$ cat config.mk
export PLATFORM = sky130hd
export DESIGN_NAME = adc_result_and_trigger_regs
export DESIGN_NICKNAME = d
export VERILOG_FILES = /design/src/rtl/adc_regs_pkg.sv /design/src/rtl/adc_result_and_trigger_regs.sv /design/src/rtl/sync2.sv /design/src/rtl/trigger_select.sv
export SDC_FILE = /design/constraint.sdc
export NUM_CORES = 1
export LEC_CHECK = 0
export ABC_AREA = 1
export BUFFER_PORTS_ARGS = -buffer_cell sky130_fd_sc_hd__buf_2
export CORE_UTILIZATION = 54
export CTS_CLUSTER_SIZE = 20
export DETAILED_ROUTE_END_ITERATION = 6
export GPL_TIMING_DRIVEN = 0
export PLACE_DENSITY = 0.77
export SLEW_MARGIN = 20
export SYNTH_ARGS = -nofsm -noshare
export SYNTH_HDL_FRONTEND = slang
export SYNTH_HIERARCHICAL = 1
export SYNTH_SLANG_ARGS = --single-unit
export TNS_END_PERCENT = 1
$ cat constraint.sdc
create_clock -name clk -period 2.6 [get_ports clk]
set_input_delay 0.39 -clock clk [delete_from_list [all_inputs] [get_ports clk]]
set_output_delay 0.39 -clock clk [all_outputs]
set_load 0.03 [all_outputs]
$ cat src/rtl/adc_regs_pkg.sv
// Package of constants and types for the converter result and trigger logic.
//
// Contract
// RL1: Each finished conversion loads the result pair unless it is locked.
// RL2: A low byte read blocks result updates until the high byte is read.
// RL3: Left adjust off puts result 9:8 in high bits 1:0 and 7:0 in the low byte.
// RL4: Left adjust on puts result 9:2 in the high byte and 1:0 in low bits 7:6.
// RL5: The trigger source selector acts only while auto triggering is enabled.
// RL6: With auto triggering, a selected flag's rising edge starts a conversion.
// RL7: Switching from a clear flag to a set flag counts as a rising edge.
// RL8: Switching to the free-running code never makes a trigger event.
// RL9: Codes 0-7: free, comparator, int0, t0A, t0 ovf, t1B, t1 ovf, capture.
// RL10: Software writes zero to reserved bit 7 of trigger control.
// RL11: A set input-disable bit turns off its pin's digital input buffer.
// RL12: While a pin's input-disable bit is set, its port input bit reads zero.
// RL13: Auto-trigger enable lets the selected trigger's rising edge start.
// RL14: A stored conversion sets the done flag, and writing one clears it.
// RL15: Clearing converter enable turns it off and aborts any conversion.
// RL16: An edge is the selected flag high after being low one clock earlier.
package adc_regs_pkg;

  localparam logic [7:0] result_low_addr = 8'h78;
  localparam logic [7:0] result_high_addr = 8'h79;
  localparam logic [7:0] control_a_addr = 8'h7A;
  localparam logic [7:0] trigger_control_addr = 8'h7B;
  localparam logic [7:0] input_disable_addr = 8'h7E;
  localparam logic [7:0] irq_status_addr = 8'h7C;
  localparam logic [7:0] irq_mask_addr = 8'h7D;

  // Control A field positions.
  localparam int enable_bit = 7;
  localparam int start_bit = 6;
  localparam int auto_bit = 5;
  localparam int done_bit = 4;

  // Trigger control field positions and write mask.
  localparam int comp_mux_bit = 6;
  localparam logic [7:0] trigger_write_mask = 8'h47;
  localparam logic [2:0] src_free_running = 3'h0;

  // Interrupt status bits.
  localparam int irq_done_bit = 0;
  localparam int irq_trig_bit = 1;
  localparam logic [7:0] irq_bits_mask = 8'h03;

  localparam logic [7:0] reset_byte = 8'h00;
  localparam logic [9:0] reset_result = 10'h000;

  // Conversion time in system clocks, a plain stand-in for the analog core.
  localparam int conv_time_ns = 650;
  localparam int clk_period_ns = 50;
  localparam logic [7:0] conv_cycles = 8'((conv_time_ns + clk_period_ns - 1)
                                          / clk_period_ns);

  typedef enum logic [1:0] {
    conv_idle = 2'b00,
    conv_busy = 2'b01,
    conv_done = 2'b11
  } conv_state_e;

  typedef struct packed {
    logic [7:0] addr;
    logic [7:0] wdata;
    logic wr;
    logic rd;
  } bus_req_s;

endpackage

$ cat src/rtl/adc_result_and_trigger_regs.sv
// Converter result pair, trigger control and pin input disable registers.
//
// Design decision made here: the address-and-strobe port.
`timescale 1ns/1ps
`default_nettype none
module adc_result_and_trigger_regs
  import adc_regs_pkg::*;
(
  input wire logic clk,
  input wire logic rst_n,
  input wire logic [7:0] addr,
  input wire logic [7:0] wdata,
  input wire logic wr,
  input wire logic rd,
  output logic [7:0] rdata,
  input wire logic left_adjust,
  input wire logic [9:0] conversion_result,
  input wire logic [6:0] event_flags,
  input wire logic [7:0] pin_levels,
  output logic [7:0] port_input,
  output logic [7:0] pin_buffer_enable,
  output logic conversion_start,
  output logic converter_busy,
  output logic irq
);

  //////////////////////////////////////////////////////////////////////////
  // Bus decode.

  bus_req_s req;
  assign req = '{addr: addr, wdata: wdata, wr: wr, rd: rd};

  logic wr_ctrl;
  logic wr_trig;
  logic wr_didr;
  logic wr_mask;
  logic rd_low;
  logic rd_high;
  logic rd_stat;
  assign wr_ctrl = req.wr && req.addr == control_a_addr;
  assign wr_trig = req.wr && req.addr == trigger_control_addr;
  assign wr_didr = req.wr && req.addr == input_disable_addr;
  assign wr_mask = req.wr && req.addr == irq_mask_addr;
  assign rd_low = req.rd && req.addr == result_low_addr;
  assign rd_high = req.rd && req.addr == result_high_addr;
  assign rd_stat = req.rd && req.addr == irq_status_addr;

  //////////////////////////////////////////////////////////////////////////
  // Control registers.

  logic enable_reg;
  logic auto_reg;
  logic done_reg;
  logic [7:0] trig_reg;
  logic [7:0] didr_reg;
  logic [7:0] mask_reg;
  logic [7:0] stat_reg;
  logic [7:0] pins_sync;
  logic trigger_edge;
  logic conv_finish;
  logic lock_reg;
  logic [9:0] result_reg;

  // Enable and auto-trigger bits of control A.
  always_ff @(posedge clk or negedge rst_n) begin
    if (!rst_n) begin
      enable_reg <= 1'b0;
      auto_reg <= 1'b0;
    end else if (wr_ctrl) begin
      enable_reg <= req.wdata[enable_bit];
      auto_reg <= req.wdata[auto_bit];
    end
  end

  // Trigger control; the reserved and unused bits are never stored.
  always_ff @(posedge clk or negedge rst_n) begin
    if (!rst_n) begin
      trig_reg <= reset_byte;
    end else if (wr_trig) begin
      trig_reg <= req.wdata & trigger_write_mask; // [RL10]
    end
  end

  // Input disable and interrupt mask registers.
  always_ff @(posedge clk or negedge rst_n) begin
    if (!rst_n) begin
      didr_reg <= reset_byte;
      mask_reg <= reset_byte;
    end else begin
      if (wr_didr) begin
        didr_reg <= req.wdata;
      end
      if (wr_mask) begin
        mask_reg <= req.wdata & irq_bits_mask;
      end
    end
  end

  //////////////////////////////////////////////////////////////////////////
  // Trigger and conversion sequencing.

  trigger_select u_trig (
    .clk(clk),
    .rst_n(rst_n),
    .trigger_source_select(trig_reg[2:0]),
    .done_flag(done_reg),
    .event_flags(event_flags),
    .trigger_edge(trigger_edge)
  );

  logic auto_start;
  logic soft_start;
  assign auto_start = enable_reg && auto_reg && trigger_edge; // [RL5] [RL13]
  assign soft_start = wr_ctrl && req.wdata[enable_bit] &&
    req.wdata[start_bit];

  conv_state_e state_reg;
  logic [7:0] count_reg;

  // Conversion timer; losing enable aborts at once.
  always_ff @(posedge clk or negedge rst_n) begin
    if (!rst_n) begin
      state_reg <= conv_idle;
      count_reg <= 8'h00;
    end else if (wr_ctrl ? !req.wdata[enable_bit] : !enable_reg) begin
      state_reg <= conv_idle; // [RL15]
      count_reg <= 8'h00;
    end else begin
      case (state_reg)
        conv_idle: begin
          if (soft_start || auto_start) begin
            state_reg <= conv_busy;
            count_reg <= conv_cycles;
          end
        end
        conv_busy: begin
          count_reg <= count_reg - 8'h01;
          if (count_reg == 8'h01) begin
            state_reg <= conv_done;
          end
        end
        conv_done: begin
          state_reg <= conv_idle;
        end
        default: begin
          state_reg <= conv_idle;
        end
      endcase
    end
  end

  assign conv_finish = state_reg == conv_done;
  assign conversion_start = state_reg == conv_idle &&
    (wr_ctrl ? req.wdata[enable_bit] : enable_reg) &&
    (soft_start || auto_start);
  assign converter_busy = state_reg != conv_idle;

  //////////////////////////////////////////////////////////////////////////
  // Result pair with read lock.

  // Low byte read locks, high byte read unlocks.
  always_ff @(posedge clk or negedge rst_n) begin
    if (!rst_n) begin
      lock_reg <= 1'b0;
    end else if (rd_high) begin
      lock_reg <= 1'b0; // [RL2]
    end else if (rd_low) begin
      lock_reg <= 1'b1; // [RL2]
    end
  end

  // Result capture on completion while unlocked.
  always_ff @(posedge clk or negedge rst_n) begin
    if (!rst_n) begin
      result_reg <= reset_result;
    end else if (conv_finish && !lock_reg) begin
      result_reg <= conversion_result; // [RL1]
    end
  end

  // Done flag: set wins over a write-one clear.
  always_ff @(posedge clk or negedge rst_n) begin
    if (!rst_n) begin
      done_reg <= 1'b0;
    end else if (conv_finish && !lock_reg) begin
      done_reg <= 1'b1; // [RL14]
    end else if (wr_ctrl && req.wdata[done_bit]) begin
      done_reg <= 1'b0; // [RL14]
    end
  end

  logic [7:0] low_view;
  logic [7:0] high_view;
  // Byte views follow the left-adjust level immediately.
  always_comb begin
    if (left_adjust) begin
      high_view = result_reg[9:2]; // [RL4]
      low_view = {result_reg[1:0], 6'h00}; // [RL4]
    end else begin
      high_view = {6'h00, result_reg[9:8]}; // [RL3]
      low_view = result_reg[7:0]; // [RL3]
    end
  end

  //////////////////////////////////////////////////////////////////////////
  // Pin input path.

  sync2 #(.width(8)) u_pins (
    .clk(clk),
    .rst_n(rst_n),
    .d(pin_levels),
    .q(pins_sync)
  );

  assign pin_buffer_enable = ~didr_reg; // [RL11]

  // Port input register masks disabled pins to zero.
  always_ff @(posedge clk or negedge rst_n) begin
    if (!rst_n) begin
      port_input <= reset_byte;
    end else begin
      port_input <= pins_sync & ~didr_reg; // [RL12]
    end
  end

  //////////////////////////////////////////////////////////////////////////
  // Interrupt status: sticky, cleared by reading, set wins.

  logic [7:0] stat_set;
  assign stat_set = {6'h00, auto_start, conv_finish && !lock_reg};

  always_ff @(posedge clk or negedge rst_n) begin
    if (!rst_n) begin
      stat_reg <= reset_byte;
    end else if (rd_stat) begin
      stat_reg <= stat_set;
    end else begin
      stat_reg <= stat_reg | stat_set;
    end
  end

  assign irq = |(stat_reg & mask_reg);

  //////////////////////////////////////////////////////////////////////////
  // Read data, valid the cycle after the strobe.

  logic [7:0] ctrl_view;
  assign ctrl_view = {enable_reg, converter_busy, auto_reg, done_reg, 4'h0};

  always_ff @(posedge clk or negedge rst_n) begin
    if (!rst_n) begin
      rdata <= reset_byte;
    end else if (req.rd) begin
      case (req.addr)
        result_low_addr: rdata <= low_view;
        result_high_addr: rdata <= high_view;
        control_a_addr: rdata <= ctrl_view;
        trigger_control_addr: rdata <= trig_reg;
        irq_status_addr: rdata <= stat_reg;
        irq_mask_addr: rdata <= mask_reg;
        input_disable_addr: rdata <= didr_reg;
        default: rdata <= reset_byte;
      endcase
    end else begin
      rdata <= reset_byte;
    end
  end
endmodule
`default_nettype wire

$ cat src/rtl/sync2.sv
// Two-flop synchroniser for a bus of pin levels.
`timescale 1ns/1ps
`default_nettype none
module sync2 #(
  parameter int width = 8
) (
  input wire logic clk,
  input wire logic rst_n,
  input wire logic [width-1:0] d,
  output logic [width-1:0] q
);

  logic [width-1:0] meta_reg;

  // First stage feeds only the second stage.
  always_ff @(posedge clk or negedge rst_n) begin
    if (!rst_n) begin
      meta_reg <= '0;
      q <= '0;
    end else begin
      meta_reg <= d;
      q <= meta_reg;
    end
  end

endmodule
`default_nettype wire

$ cat src/rtl/trigger_select.sv
// Auto-trigger source selection and rising-edge detection.
`timescale 1ns/1ps
`default_nettype none
module trigger_select
  import adc_regs_pkg::*;
(
  input wire logic clk,
  input wire logic rst_n,
  input wire logic [2:0] trigger_source_select,
  input wire logic done_flag,
  input wire logic [6:0] event_flags,
  output logic trigger_edge
);

  logic sel_flag;
  logic prev_flag_reg;

  // Code 0 watches the done flag, codes 1 to 7 the event flags in order.
  always_comb begin
    if (trigger_source_select == src_free_running) begin // [RL9]
      sel_flag = done_flag;
    end else begin
      sel_flag = event_flags[trigger_source_select - 3'h1];
    end
  end

  // Last cycle's selected flag, for edge detection.
  always_ff @(posedge clk or negedge rst_n) begin
    if (!rst_n) begin
      prev_flag_reg <= 1'b0;
    end else begin
      prev_flag_reg <= sel_flag; // [RL16]
    end
  end

  // Switching to free running from another source never gives an edge.
  logic prev_src_free_reg;
  always_ff @(posedge clk or negedge rst_n) begin
    if (!rst_n) begin
      prev_src_free_reg <= 1'b1;
    end else begin
      prev_src_free_reg <= (trigger_source_select == src_free_running);
    end
  end

  assign trigger_edge = sel_flag && !prev_flag_reg && // [RL6] [RL7]
    !(trigger_source_select == src_free_running && // [RL8]
      !prev_src_free_reg);

endmodule
`default_nettype wire

After elaboration in Yosys (flattened, before gate mapping)
Index checks and enable logic that the tools add are counted.

word-level totals
  register bits after elaboration = 80
  input bits = 46
  output and inout bits = 27
  logic and storage cells = 91

cells by class
  add/sub/neg operators = 2
  order comparisons = 1
  equal/unequal tests = 12
  mux-type cells = 21
  bitwise operators = 4
  reduce and logical (&&, ||, !) cells = 34

operators by type and width
  cell                                                                  count
  8-bit by 7-bit == test with 1-bit output, second input constant       7
  8-bit case mux with 7 select lines                                    1
  8-bit 2-to-1 mux                                                      6
  1-bit logical AND                                                     18
  8-bit case mux with 2 select lines                                    1
  8-bit by 2-bit AND with 8-bit output                                  1
  8-bit AND                                                             1
  8-bit by 1-bit == test with 1-bit output, second input constant       1
  1-bit 2-to-1 mux                                                      8
  8-bit inverter                                                        1
  8-bit by 2-bit OR with 8-bit output                                   1
  8-bit OR reduction                                                    1
  8-bit by 1-bit subtractor with 8-bit output, second input constant    1
  1-bit logical NOT                                                     6
  2-bit 2-to-1 mux                                                      3
  3-bit != test, second input constant                                  2
  2-bit nonzero test                                                    3
  3-bit by 4-bit < comparator with 1-bit output, second input constant  1
  2-bit case mux with 2 select lines                                    1
  2-bit AND reduction                                                   2
  1-bit binary-select mux with 3-bit select                             1
  3-bit logical NOT                                                     1
  3-bit nonzero test                                                    1
  3-bit by 1-bit subtractor with 3-bit output, second input constant    1
  other kinds (4)                                                       4

Logic depth before layout (Yosys ltp)
Gate-level depths: netlist of run 1.

  word-level depth = 11
  gate-level depth with buffers = 15
  depth with buffers taken out = 15

Cells and area by module
The synthesis of run 1 kept the hierarchy.

by module, submodules not included
  module                       instances  cells an instance  area each (µm²)  seq. area each (µm²)
  adc_result_and_trigger_regs  1          337                2851.5           1401.3
  sync2                        1          16                 400.4            400.4
  trigger_select               1          36                 227.7            51.3

Worst setup path before layout of run 1
OpenSTA, ideal clock, no wires.

  kind = register to output
  start point = register trig_reg[0]
  end point = output port conversion_start
  arrival time = 1.909 ns
  data required time = 2.210 ns
  setup slack = 0.301 ns
  cell stages (with the launch flop) = 12
  buffers on the path = 0
  path through = dfrtp_1 inv_2 ha_1 nor2_1 nor2_1 nand2_2 nand3_2 a21oi_2 nand3_1 nand2_2 inv_2 nor2_1

between the ends
  longest elaborated chain between the ends = 9
  elaborated cells between the ends (all ways) = 12
  those cells by class = add/sub: 1; mux: 3; reduce/logical: 8

RTL lines
  what                                         line                                source
  from (decl)                                  adc_result_and_trigger_regs.sv:54   logic [7:0] trig_reg;
  from (signal assigned)                       adc_result_and_trigger_regs.sv:78   trig_reg <= reset_byte;
  from (signal assigned)                       adc_result_and_trigger_regs.sv:80   trig_reg <= req.wdata & trigger_write_mask;
  3-bit by 1-bit subtractor with 3-bit output  trigger_select.sv:23                sel_flag = event_flags[trigger_source_select - 3'h1];
  1-bit binary-select mux with 3-bit select    trigger_select.sv:23
  1-bit 2-to-1 mux (implied by the code)       trigger_select.sv:23
  1-bit 2-to-1 mux                             trigger_select.sv:20                if (trigger_source_select == src_free_running) begin
  1-bit logical AND                            trigger_select.sv:46                assign trigger_edge = sel_flag && !prev_flag_reg &&
  1-bit logical AND *                          trigger_select.sv:46
  via trigger_edge                             adc_result_and_trigger_regs.sv:59   logic trigger_edge;
  1-bit logical AND *                          adc_result_and_trigger_regs.sv:113  assign auto_start = enable_reg && auto_reg && trigger_edge;
  1-bit logical OR *                           adc_result_and_trigger_regs.sv:155  (soft_start || auto_start);
  1-bit logical AND *                          adc_result_and_trigger_regs.sv:154  (wr_ctrl ? req.wdata[enable_bit] : enable_reg) &&
  to (decl)                                    adc_result_and_trigger_regs.sv:22   output logic conversion_start,

The timed path passes the listed nets; every way through them passes the cells marked *. The select of a mux whose other input is x is not followed.

Worst setup path after layout of run 1
Ends and elaborated chain as after synthesis.

==> impl_metrics.json, run 1 <==
{
  "hpwl_um": 5500,
  "critPathKind": "register to primary output",
  "track_usage": 0.246,
  "crit_path_start_kind": "register",
  "antenna_diodes": 0,
  "fillers": 493,
  "report.final.hold_viol_count": 0,
  "floorplan.die.width_um": 82.3,
  "vias_per_cell": 5.18,
  "skew_ps": 7.92,
  "power_w": 0.00244,
  "globalRoute.totalOverflow": 0,
  "yosys.cell_count.top_type": "sky130_fd_sc_hd__nand2_1",
  "postSynth.topFlopCell": "sky130_fd_sc_hd__dfrtp_1",
  "worst_slew_margin": 0.697,
  "initial_core_util": 0.574,
  "layout_min_cycle_time_ps": 2460,
  "htreeDepth": 3,
  "boundaryPins": 73,
  "power_leakage_nw": 2.15,
  "yosysUniqueCellTypes": 37,
  "worst_ep_required_time_ps": 2210,
  "drc": 0,
  "max_reg_flops": 10,
  "critical_path.endpoint_type": "primary output",
  "vdd_drop_max_v": 0.000456,
  "synth_top_cells_by_area": "sky130_fd_sc_hd__dfrtp_1 (52%), sky130_fd_sc_hd__nand2_1 (9.5%), sky130_fd_sc_hd__inv_1 (5.4%), sky130_fd_sc_hd__nand3_1 (3.7%), sky130_fd_sc_hd__nor2_1 (3.7%)",
  "syn-num-nets": 439,
  "tritoncts.num_buffers": 9,
  "pin_count_of_the_biggest_net_entering_global_routing": 40,
  "yosysTopAreaCellShare": 0.525,
  "clk_pin_slew_ps": 80,
  "io_buffers": 71,
  "route.vias.total": 2881,
  "postSynthCellCount": 389,
  "nets": 526,
  "final.setup.tns_ps": 0,
  "crit_fanout": 5,
  "syn-cell-area_um2": 3480,
  "yosysSeqAreaShare": 0.533,
  "drive_above_1_share": 0.324,
  "drt-total-wl_um": 7530,
  "min_period_over_period": 0.944,
  "pwr_density_cell_nw_per_um2": 577,
  "synthesized_flop_and_latch_total": 74,
  "cts_tree": "done",
  "tritoncts_num_sinks": 74,
  "grt_setup_unrepaired": "no",
  "antenna_found_initial": 0,
  "number_of_global_route_vias_before_repair": 2708,
  "cts-root-to-sink-buffers": 2,
  "timing_worst_slew_pin_value_ps": 454,
  "status": "finished clean",
  "slew_violations": 0,
  "fraction_of_synthesis_flops_using_an_asynchronous_set_or_reset_pin": 1.00,
  "ant_nets": 0,
  "cts_root_buf": "sky130_fd_sc_hd__clkbuf_8",
  "die_h_um": 82.3,
  "finalSetupViolations": 0,
  "worstHoldPathType": "input port to register",
  "synth_warnings": 6,
  "routedWlPerCell_um": 13.5,
  "yosysTopAreaCell": "sky130_fd_sc_hd__dfrtp_1",
  "worstPathArrival_ps": 2070,
  "drt_iter0_drc": 223,
  "worstSkewPairLatency_ps": 350,
  "flow.area_growth_from_synthesis_pct": 21.8,
  "drt-pass1-iter-count": 4,
  "std_cell_rows": 28,
  "finalWeightedCongestion": 0.919,
  "synth-edff-count": 0,
  "placeableCoreArea_um2": 6060,
  "design.die.area_um2": 6770,
  "syn_avg_cell_area_um2": 8.94,
  "grt_pass1_wl_um": 12100,
  "max_cap_violations": 0,
  "fmaxAchievable_ghz": 0.407,
  "synth_top_cells_by_count": "sky130_fd_sc_hd__nand2_1 (88), sky130_fd_sc_hd__dfrtp_1 (73), sky130_fd_sc_hd__inv_1 (50), sky130_fd_sc_hd__nor2_1 (34), sky130_fd_sc_hd__nand3_1 (26)"
}
-- critical path: stages (launching register included) --
cell	delay (ps)
sky130_fd_sc_hd__dfrtp_2	400
sky130_fd_sc_hd__inv_4	60
sky130_fd_sc_hd__ha_4	280
sky130_fd_sc_hd__inv_1	40
sky130_fd_sc_hd__nand3_1	70
sky130_fd_sc_hd__nand2_1	60
sky130_fd_sc_hd__nand2_1	70
sky130_fd_sc_hd__nand3_2	90
sky130_fd_sc_hd__a21oi_4	170
sky130_fd_sc_hd__nand3_2	100
sky130_fd_sc_hd__nand2_2	90
sky130_fd_sc_hd__inv_2	50
sky130_fd_sc_hd__nor2_4	90
sky130_fd_sc_hd__buf_6	140
-- layout by cell type (no fill, tap or decap), drive strengths merged --
master       count
a21oi           13
a31oi            1
buf             79
bufinv           1
clkbuf          10
clkinv           3
clkinvlp         1
dfrtp           73
dfstp            1
dlygate4sd3      1
ha               4
inv             61
mux2             9
mux2i            2
nand2          102
nand3           30
nand3b           1
nand4            5
nor2            46
nor3             4
nor3b            1
nor4             1
o211ai           1
o21ai           24
o21bai           1
o22ai            1
or2              2
xnor2            2
xor2             1
-- kinds of logic (layout without fill, tap and decap cells) --
group / after synthesis / in the layout / share of synthesized area
fa+ha+maj: 4 / 4 / 0.0144
buf+inv: 64 / 156 / 0.0730
mux: 11 / 11 / 0.0349
xor+xnor: 3 / 3 / 0.00755
simple gates: 192 / 192 / 0.275
compound gates: 41 / 41 / 0.0622
flops: 74 / 74 / 0.533
-- layout make-up --
type / count / area, um^2 / area share
buffer: 4 / 26.3 / 0.00620
clock buffer: 10 / 138 / 0.0325
clock inverter: 6 / 72.6 / 0.0171
inverter: 60 / 230 / 0.0543
multi-input combinational: 251 / 1410 / 0.332
sequential: 74 / 1850 / 0.437
tap: 75 / 93.8 / 0.0221
timing repair buffer: 76 / 417 / 0.0983
-- final timing paths --
path,start,depth (start not counted),slack [ps],endpoint
worst max-delay path,trig_reg[0]$_DFFE_PN0P_,13,140,conversion_start
worst min-delay path,pin_levels[5],1,140,u_pins/meta_reg[5]$_DFF_PN0_
worst max register to register,trig_reg[0]$_DFFE_PN0P_,14,670,count_reg[0]$_DFFE_PN0P_
worst min register to register,u_pins/meta_reg[6]$_DFF_PN0_,0,350,u_pins/q[6]$_DFF_PN0_
max in group asynchronous,rst_n,3,1510,result_reg[5]$_DFFE_PN0P_
min in group asynchronous,rst_n,2,530,u_pins/meta_reg[2]$_DFF_PN0_
-- report_power, final --
part,internal (W),switching (W)
combinational,0.000102,0.000181
clock,0.000479,0.000448
sequential,0.00120,0.0000311
-- per-layer routing --
layer	global-route usage	part of all wire	up-vias
met5	0	0	-
met4	0.0947	0.016	0
met3	0.0604	0.062	13
met2	0.389	0.47	104
met1	0.326	0.45	1359
li1	-	-	1405
-- timing repair --
| item | 4_1_cts | 5_1_grt |
|---|---|---|
| hold buffers | 1 | 0 |
| pin swaps | 2 | 1 |
| cloned | 0 | 0 |
| endpoints found under the setup margin | 1 | 1 |
| hold endpoints to repair | 22 | 0 |
| gates resized for setup | 4 | 6 |
| buffers inserted | 3 | 0 |
-- metrics by stage --
stage	area, um^2	cells	hold slack (ps)	util	setup WS, ps
finish	4240	556	136	0.699	145
global route	4240	556	124	0.699	0.117
CTS	4220	556	125	0.696	43.3
detailed placement	3950	536	335	0.652	70.6
global placement	3930	535	333	0.648	85.4
floorplan	3480	389	94.4	-	301
No activity file was read; power rests on OpenSTA's default activity.
==> run 2, diff against run 1 <==
==> constraint.sdc (replaced) <==
create_clock -name clk -period 2.6 [get_ports clk]
set_input_delay 0.52 -clock clk [delete_from_list [all_inputs] [get_ports clk]]
set_output_delay 0.52 -clock clk [all_outputs]
set_load 0.03 [all_outputs]
==> run 2 against run 1 <==
Combinational power is 5% higher. Sequential power hardly changed. Hold slack worse by 32 ps. Design area is 1.5% higher. Clock-buffer cell count stayed put. Register-to-register slack worse by 110 ps. Critical endpoint unchanged. Largest cell class unchanged. Largest power group unchanged. Highest routed layer unchanged.
==> impl_metrics.json, run 2 (synthesized netlist as in run 1, its figures left out) <==
{
  "register_area_um2": 1850,
  "postLayoutCoreUtil": 0.710,
  "cts_hold_fix_bufs": 0,
  "cts_root_buf": "sky130_fd_sc_hd__clkbuf_8",
  "worstHoldPathType": "input port to async pin",
  "min_period_over_period": 0.999,
  "tritoncts.num_buffers": 9,
  "final.setup.tns_ps": 0,
  "tritoncts_num_sinks": 74,
  "nets": 530,
  "layout_min_cycle_time_ps": 2600,
  "drt-total-wl_um": 7640,
  "design.die.area_um2": 6770,
  "die_h_um": 82.3,
  "mostFrequentLayoutCell": "sky130_fd_sc_hd__nand2_1",
  "grt_pass1_wl_um": 12200,
  "globalRoute.totalOverflow": 0,
  "fillers": 475,
  "number_of_global_route_vias_before_repair": 2721,
  "skew_ps": 10.4,
  "antenna_found_initial": 0,
  "route.vias.total": 2842,
  "antenna_diodes": 0,
  "worstPathArrival_ps": 2080,
  "cts-root-to-sink-buffers": 2,
  "pwr_density_cell_nw_per_um2": 572,
  "std_cell_rows": 28,
  "drt_iter0_drc": 199,
  "area_occupied_by_multi_input_gates_um2": 1450,
  "worst_ep_required_time_ps": 2080,
  "slew_violations": 0,
  "timing.reg2reg.setup_slack_ps": 560,
  "timing.rr.end": "count_reg[0]$_DFFE_PN0P_",
  "grt_setup_unrepaired": "yes",
  "vdd_drop_max_v": 0.000407,
  "max_cap_violations": 0,
  "pin_count_of_the_biggest_net_entering_global_routing": 40,
  "drc": 0,
  "crit_fanout": 5,
  "initial_core_util": 0.574,
  "finalWeightedCongestion": 0.919,
  "flow.area_growth_from_synthesis_pct": 23.7,
  "worst_r2r_startpoint": "trig_reg[0]$_DFFE_PN0P_",
  "power_w": 0.00246,
  "vias_per_cell": 5.08,
  "max_reg_flops": 10,
  "hold-worst-slack_ps": 104,
  "worst_slew_margin": 0.692,
  "drt-pass1-iter-count": 4,
  "boundaryPins": 73,
  "htreeDepth": 3,
  "status": "finished clean",
  "routedWlPerCell_um": 13.6,
  "critical_path.endpoint_type": "primary output",
  "drive_above_1_share": 0.348,
  "fmaxAchievable_ghz": 0.385,
  "track_usage": 0.249,
  "worstSkewPairLatency_ps": 350,
  "layout_common_cells": "sky130_fd_sc_hd__nand2_1 (85), sky130_fd_sc_hd__buf_2 (72), sky130_fd_sc_hd__dfrtp_1 (72), sky130_fd_sc_hd__inv_1 (48), sky130_fd_sc_hd__nor2_1 (32)",
  "floorplan.die.width_um": 82.3,
  "ff2ff_path_depth": 15,
  "io_buffers": 71,
  "worst_setup_path_endpoint": "conversion_start",
  "hpwl_um": 5500,
  "power_leakage_nw": 2.18,
  "report.final.hold_viol_count": 0,
  "finalSetupViolations": 0,
  "ant_nets": 0,
  "cts_tree": "done",
  "setup.worst_path.start": "trig_reg[0]$_DFFE_PN0P_",
  "timing_worst_slew_pin_value_ps": 463,
  "crit_path_start_kind": "register",
  "clk_pin_slew_ps": 80,
  "placeableCoreArea_um2": 6060,
  "critPathKind": "register to primary output"
}
## run 2: cell type report
class / count / share of cell area
flip-flops and latches: 74 / 0.431
multi-input cells: 251 / 0.336
repair buffers: 80 / 0.103
inverters: 60 / 0.0535
clock buffers: 10 / 0.0320
well taps: 75 / 0.0218
clock inverters: 6 / 0.0169
plain buffers: 4 / 0.00610
## run 2: worst min-delay path by stage
| stage | start | end | slack [ps] | cells after the start |
|---|---|---|---|---|
| after floorplan | rst_n | auto_reg$_DFFE_PN0N_ | 220 | 0 |
| after global routing | rst_n | port_input[4]$_DFF_PN0_ | 140 | 1 |
| after detailed placement | u_pins/meta_reg[1]$_DFF_PN0_ | u_pins/q[1]$_DFF_PN0_ | 330 | 0 |
| after global placement | u_pins/meta_reg[6]$_DFF_PN0_ | u_pins/q[6]$_DFF_PN0_ | 330 | 0 |
| after CTS | rst_n | u_pins/meta_reg[2]$_DFF_PN0_ | 120 | 1 |
| final | rst_n | port_input[4]$_DFF_PN0_ | 100 | 1 |
## run 2: report_power, final
part / total, W / internal, W / switching [W]
Clock: 0.000931 / 0.000479 / 0.000452
Sequential: 0.00123 / 0.00120 / 0.0000315
Combinational: 0.000296 / 0.000108 / 0.000188
Total: 0.00246 / 0.00179 / 0.000672
## run 2: what timing repair did
action	4_1_cts	5_1_grt
endpoints found under the setup margin	1	1
endpoints found under the hold margin	0	0
resized for setup	8	12
pin swaps	3	10
buffers inserted	3	5
## run 2: through the flow
step                worst slack, ps  cells  cell area [um^2]
floorplan                       171    389              3480
global placement              -44.6    535              3930
detailed placement            -59.4    536              3950
CTS                            6.28    555              4220
global route                  -86.8    560              4300
finish                         3.35    560              4300
## run 2: routing by layer
layer / global-route usage / vias up / share of wire
li1: - / 1407 / -
met1: 0.328 / 1321 / 0.45
met2: 0.399 / 98 / 0.48
met3: 0.0604 / 16 / 0.056
met4: 0.0947 / 0 / 0.020
met5: 0 / - / 0
## run 2: worst max-delay path, stage by stage (launching register included)
cell	delay, ps
sky130_fd_sc_hd__dfrtp_2	400
sky130_fd_sc_hd__inv_4	70
sky130_fd_sc_hd__ha_4	300
sky130_fd_sc_hd__inv_2	40
sky130_fd_sc_hd__nand3_2	50
sky130_fd_sc_hd__nand2_2	50
sky130_fd_sc_hd__nand2_2	80
sky130_fd_sc_hd__nand3_4	80
sky130_fd_sc_hd__a21oi_4	150
sky130_fd_sc_hd__nand3_2	100
sky130_fd_sc_hd__nand2_2	90
sky130_fd_sc_hd__inv_2	50
sky130_fd_sc_hd__nor2_4	110
sky130_fd_sc_hd__buf_6	140
==> run 3, diff against run 2 <==
--- a/config.mk
+++ b/config.mk
@@ -12,6 +12,7 @@
 export DETAILED_ROUTE_END_ITERATION = 6
 export GPL_TIMING_DRIVEN = 0
 export PLACE_DENSITY = 0.77
+export RECOVER_POWER = 50
 export SLEW_MARGIN = 20
 export SYNTH_ARGS = -nofsm -noshare
 export SYNTH_HDL_FRONTEND = slang
==> run 3 against run 2 <==
The run now ends with max-capacitance violations, max-slew violations left. Register-to-register slack barely moved. Setup slack did not move. Hold slack improved by 160 ps. First-iteration DRC count rose by 1.0%. Die area did not move. Power fell by 0.13%. Critical path depth did not move. Clock power barely moved. Sequential cell count did not move. Critical endpoint unchanged.
==> impl_metrics.json, run 3 (synthesized netlist as in run 1, its figures left out) <==
{
  "power_w": 0.00246,
  "slew_violations": 37,
  "finalWeightedCongestion": 0.919,
  "globalRoute.totalOverflow": 0,
  "routedWlPerCell_um": 13.6,
  "report.final.hold_viol_count": 0,
  "place_inst": 536,
  "placeableCoreArea_um2": 6060,
  "crit_top_cell": "sky130_fd_sc_hd__nand2_2",
  "vdd_drop_max_v": 0.000404,
  "tritoncts_num_sinks": 74,
  "power_leakage_nw": 2.17,
  "timing.reg2reg.setup_slack_ps": 560,
  "tritoncts.num_buffers": 9,
  "initial_core_util": 0.574,
  "cts_hold_fix_bufs": 0,
  "critical_path.endpoint_type": "primary output",
  "route.vias.total": 2843,
  "max_cap_violations": 1,
  "final.setup.tns_ps": 0,
  "nets": 530,
  "cts_tree": "done",
  "pwr_density_cell_nw_per_um2": 573,
  "boundaryPins": 73,
  "drt-total-wl_um": 7640,
  "crit_path_start_kind": "register",
  "clk_pin_slew_ps": 80,
  "drive_above_1_share": 0.346,
  "worst-path-buf-inv": 4,
  "grt_setup_unrepaired": "yes",
  "grt_pass1_wl_um": 12200,
  "drt-pass1-iter-count": 4,
  "fillers": 479,
  "worstSkewPairLatency_ps": 350,
  "io_buffers": 71,
  "htreeDepth": 3,
  "fmaxAchievable_ghz": 0.385,
  "worstPathCellList": "inv_4 -> ha_4 -> inv_2 -> nand3_2 -> nand2_2 -> nand2_2 -> nand3_4 -> a21oi_4 -> nand3_2 -> nand2_2 -> inv_2 -> nor2_4 -> buf_6",
  "worst_path_max_delay_cell": "sky130_fd_sc_hd__dfrtp_2",
  "cpPeakStageDelay_ps": 400,
  "violations": "max-capacitance violations, max-slew violations",
  "ff2ff_path_depth": 15,
  "critPathKind": "register to primary output",
  "min_period_over_period": 0.999,
  "floorplan.die.width_um": 82.3,
  "antenna_found_initial": 0,
  "track_usage": 0.249,
  "ant_nets": 0,
  "worstHoldStart": "pin_levels[5]",
  "hpwl_um": 5500,
  "layout_common_cells": "sky130_fd_sc_hd__nand2_1 (85), sky130_fd_sc_hd__buf_2 (72), sky130_fd_sc_hd__dfrtp_1 (72), sky130_fd_sc_hd__inv_1 (48), sky130_fd_sc_hd__nor2_1 (32)",
  "flow.area_growth_from_synthesis_pct": 23.2,
  "layout.cell_area.non_filler_um2": 4290,
  "std_cell_rows": 28,
  "crit_fanout": 5,
  "timing.rr.end": "count_reg[0]$_DFFE_PN0P_",
  "pin_count_of_the_biggest_net_entering_global_routing": 40,
  "final-instance-count-excl-fill": 560,
  "worst_min_delay_path_endpoint": "u_pins/meta_reg[5]$_DFF_PN0_",
  "worstPathArrival_ps": 2080,
  "vias_per_cell": 5.08,
  "timing_worst_slew_pin_value_ps": 1850,
  "worst_r2r_startpoint": "trig_reg[0]$_DFFE_PN0P_",
  "skew_ps": 10.4,
  "worst_ep_required_time_ps": 2080,
  "drt_iter0_drc": 201,
  "antenna_diodes": 0,
  "drc": 0,
  "number_of_global_route_vias_before_repair": 2721,
  "worstHoldPathType": "input port to register",
  "worst_slew_margin": -0.234,
  "finalSetupViolations": 0,
  "design.die.area_um2": 6770,
  "mostFrequentLayoutCell": "sky130_fd_sc_hd__nand2_1",
  "post_dp_cell_area_um2": 3950,
  "largest_delay_share_family_worst_path": "simple AND/OR/NAND/NOR gates",
  "layout_min_cycle_time_ps": 2600,
  "status": "complete, but fails checks",
  "max_reg_flops": 10,
  "die_h_um": 82.3,
  "cts_root_buf": "sky130_fd_sc_hd__clkbuf_8",
  "cts-root-to-sink-buffers": 2,
  "min_path_cells": 1
}
## run 3: cell types whose count changed in the layout (fill, tap and decap cells not counted)
cell,previous run,this run
sky130_fd_sc_hd__clkbuf_1,0,1
sky130_fd_sc_hd__buf_12,1,0
sky130_fd_sc_hd__buf_4,9,8
sky130_fd_sc_hd__clkbuf_4,0,1
## run 3: repair_timing
action / in CTS / in global routing
buffers inserted: 3 / 5
pin swaps: 3 / 10
setup endpoints to repair: 1 / 1
gates resized for setup: 8 / 12
## run 3: power by group
group	internal (W)	switching [W]	total, W
sequential	0.00120	0.0000315	0.00123
clock	0.000479	0.000452	0.000931
combinational	0.000105	0.000188	0.000293
total	0.00179	0.000671	0.00246
## run 3: stage by stage
step                hold WS (ps)   util  setup slack (ps)
finish                       264  0.707              3.35
global route                 254  0.707             -86.8
CTS                          115  0.696              6.28
detailed placement           335  0.652             -59.4
global placement             333  0.648             -44.6
floorplan                    224      -               171
## run 3: metal layers
metal | share of wire | vias to the layer above | global-route usage
li1 | - | 1407 | -
met1 | 0.45 | 1322 | 0.328
met2 | 0.48 | 98 | 0.399
met3 | 0.056 | 16 | 0.0604
met4 | 0.020 | 0 | 0.0947
met5 | 0 | - | 0
## run 3: worst register-to-register path, stage by stage, from the launching register on
cell and delay, ps:
sky130_fd_sc_hd__dfrtp_2 400, sky130_fd_sc_hd__inv_4 70, sky130_fd_sc_hd__ha_4 300, sky130_fd_sc_hd__inv_2 40, sky130_fd_sc_hd__nand3_2 50, sky130_fd_sc_hd__nand2_2 50
sky130_fd_sc_hd__nand2_2 80, sky130_fd_sc_hd__nand3_4 80, sky130_fd_sc_hd__a21oi_4 150, sky130_fd_sc_hd__nand3_2 100, sky130_fd_sc_hd__buf_4 140, sky130_fd_sc_hd__buf_4 130
sky130_fd_sc_hd__nand3_2 80, sky130_fd_sc_hd__nand2_4 80, sky130_fd_sc_hd__nand3_1 90, sky130_fd_sc_hd__nand2_1 60
## run 3: worst max path at each step
stage                            startpoint                to  cells after the start
floorplan           trig_reg[0]$_DFFE_PN0P_  conversion_start                     11
global placement    trig_reg[0]$_DFFE_PN0P_  conversion_start                     13
detailed placement  trig_reg[0]$_DFFE_PN0P_  conversion_start                     13
CTS                 trig_reg[0]$_DFFE_PN0P_  conversion_start                     13
global route        trig_reg[0]$_DFFE_PN0P_  conversion_start                     13
finish              trig_reg[0]$_DFFE_PN0P_  conversion_start                     13
## run 3: final cells by class
cell class              count  area, um^2  area share
flip-flops and latches     74        1850       0.432
multi-input cells         251        1450       0.337
repair buffers             80         428      0.0998
inverters                  60         230      0.0537
clock buffers              10         138      0.0321
well taps                  75        93.8      0.0219
clock inverters             6        72.6      0.0169
plain buffers               4        26.3     0.00613
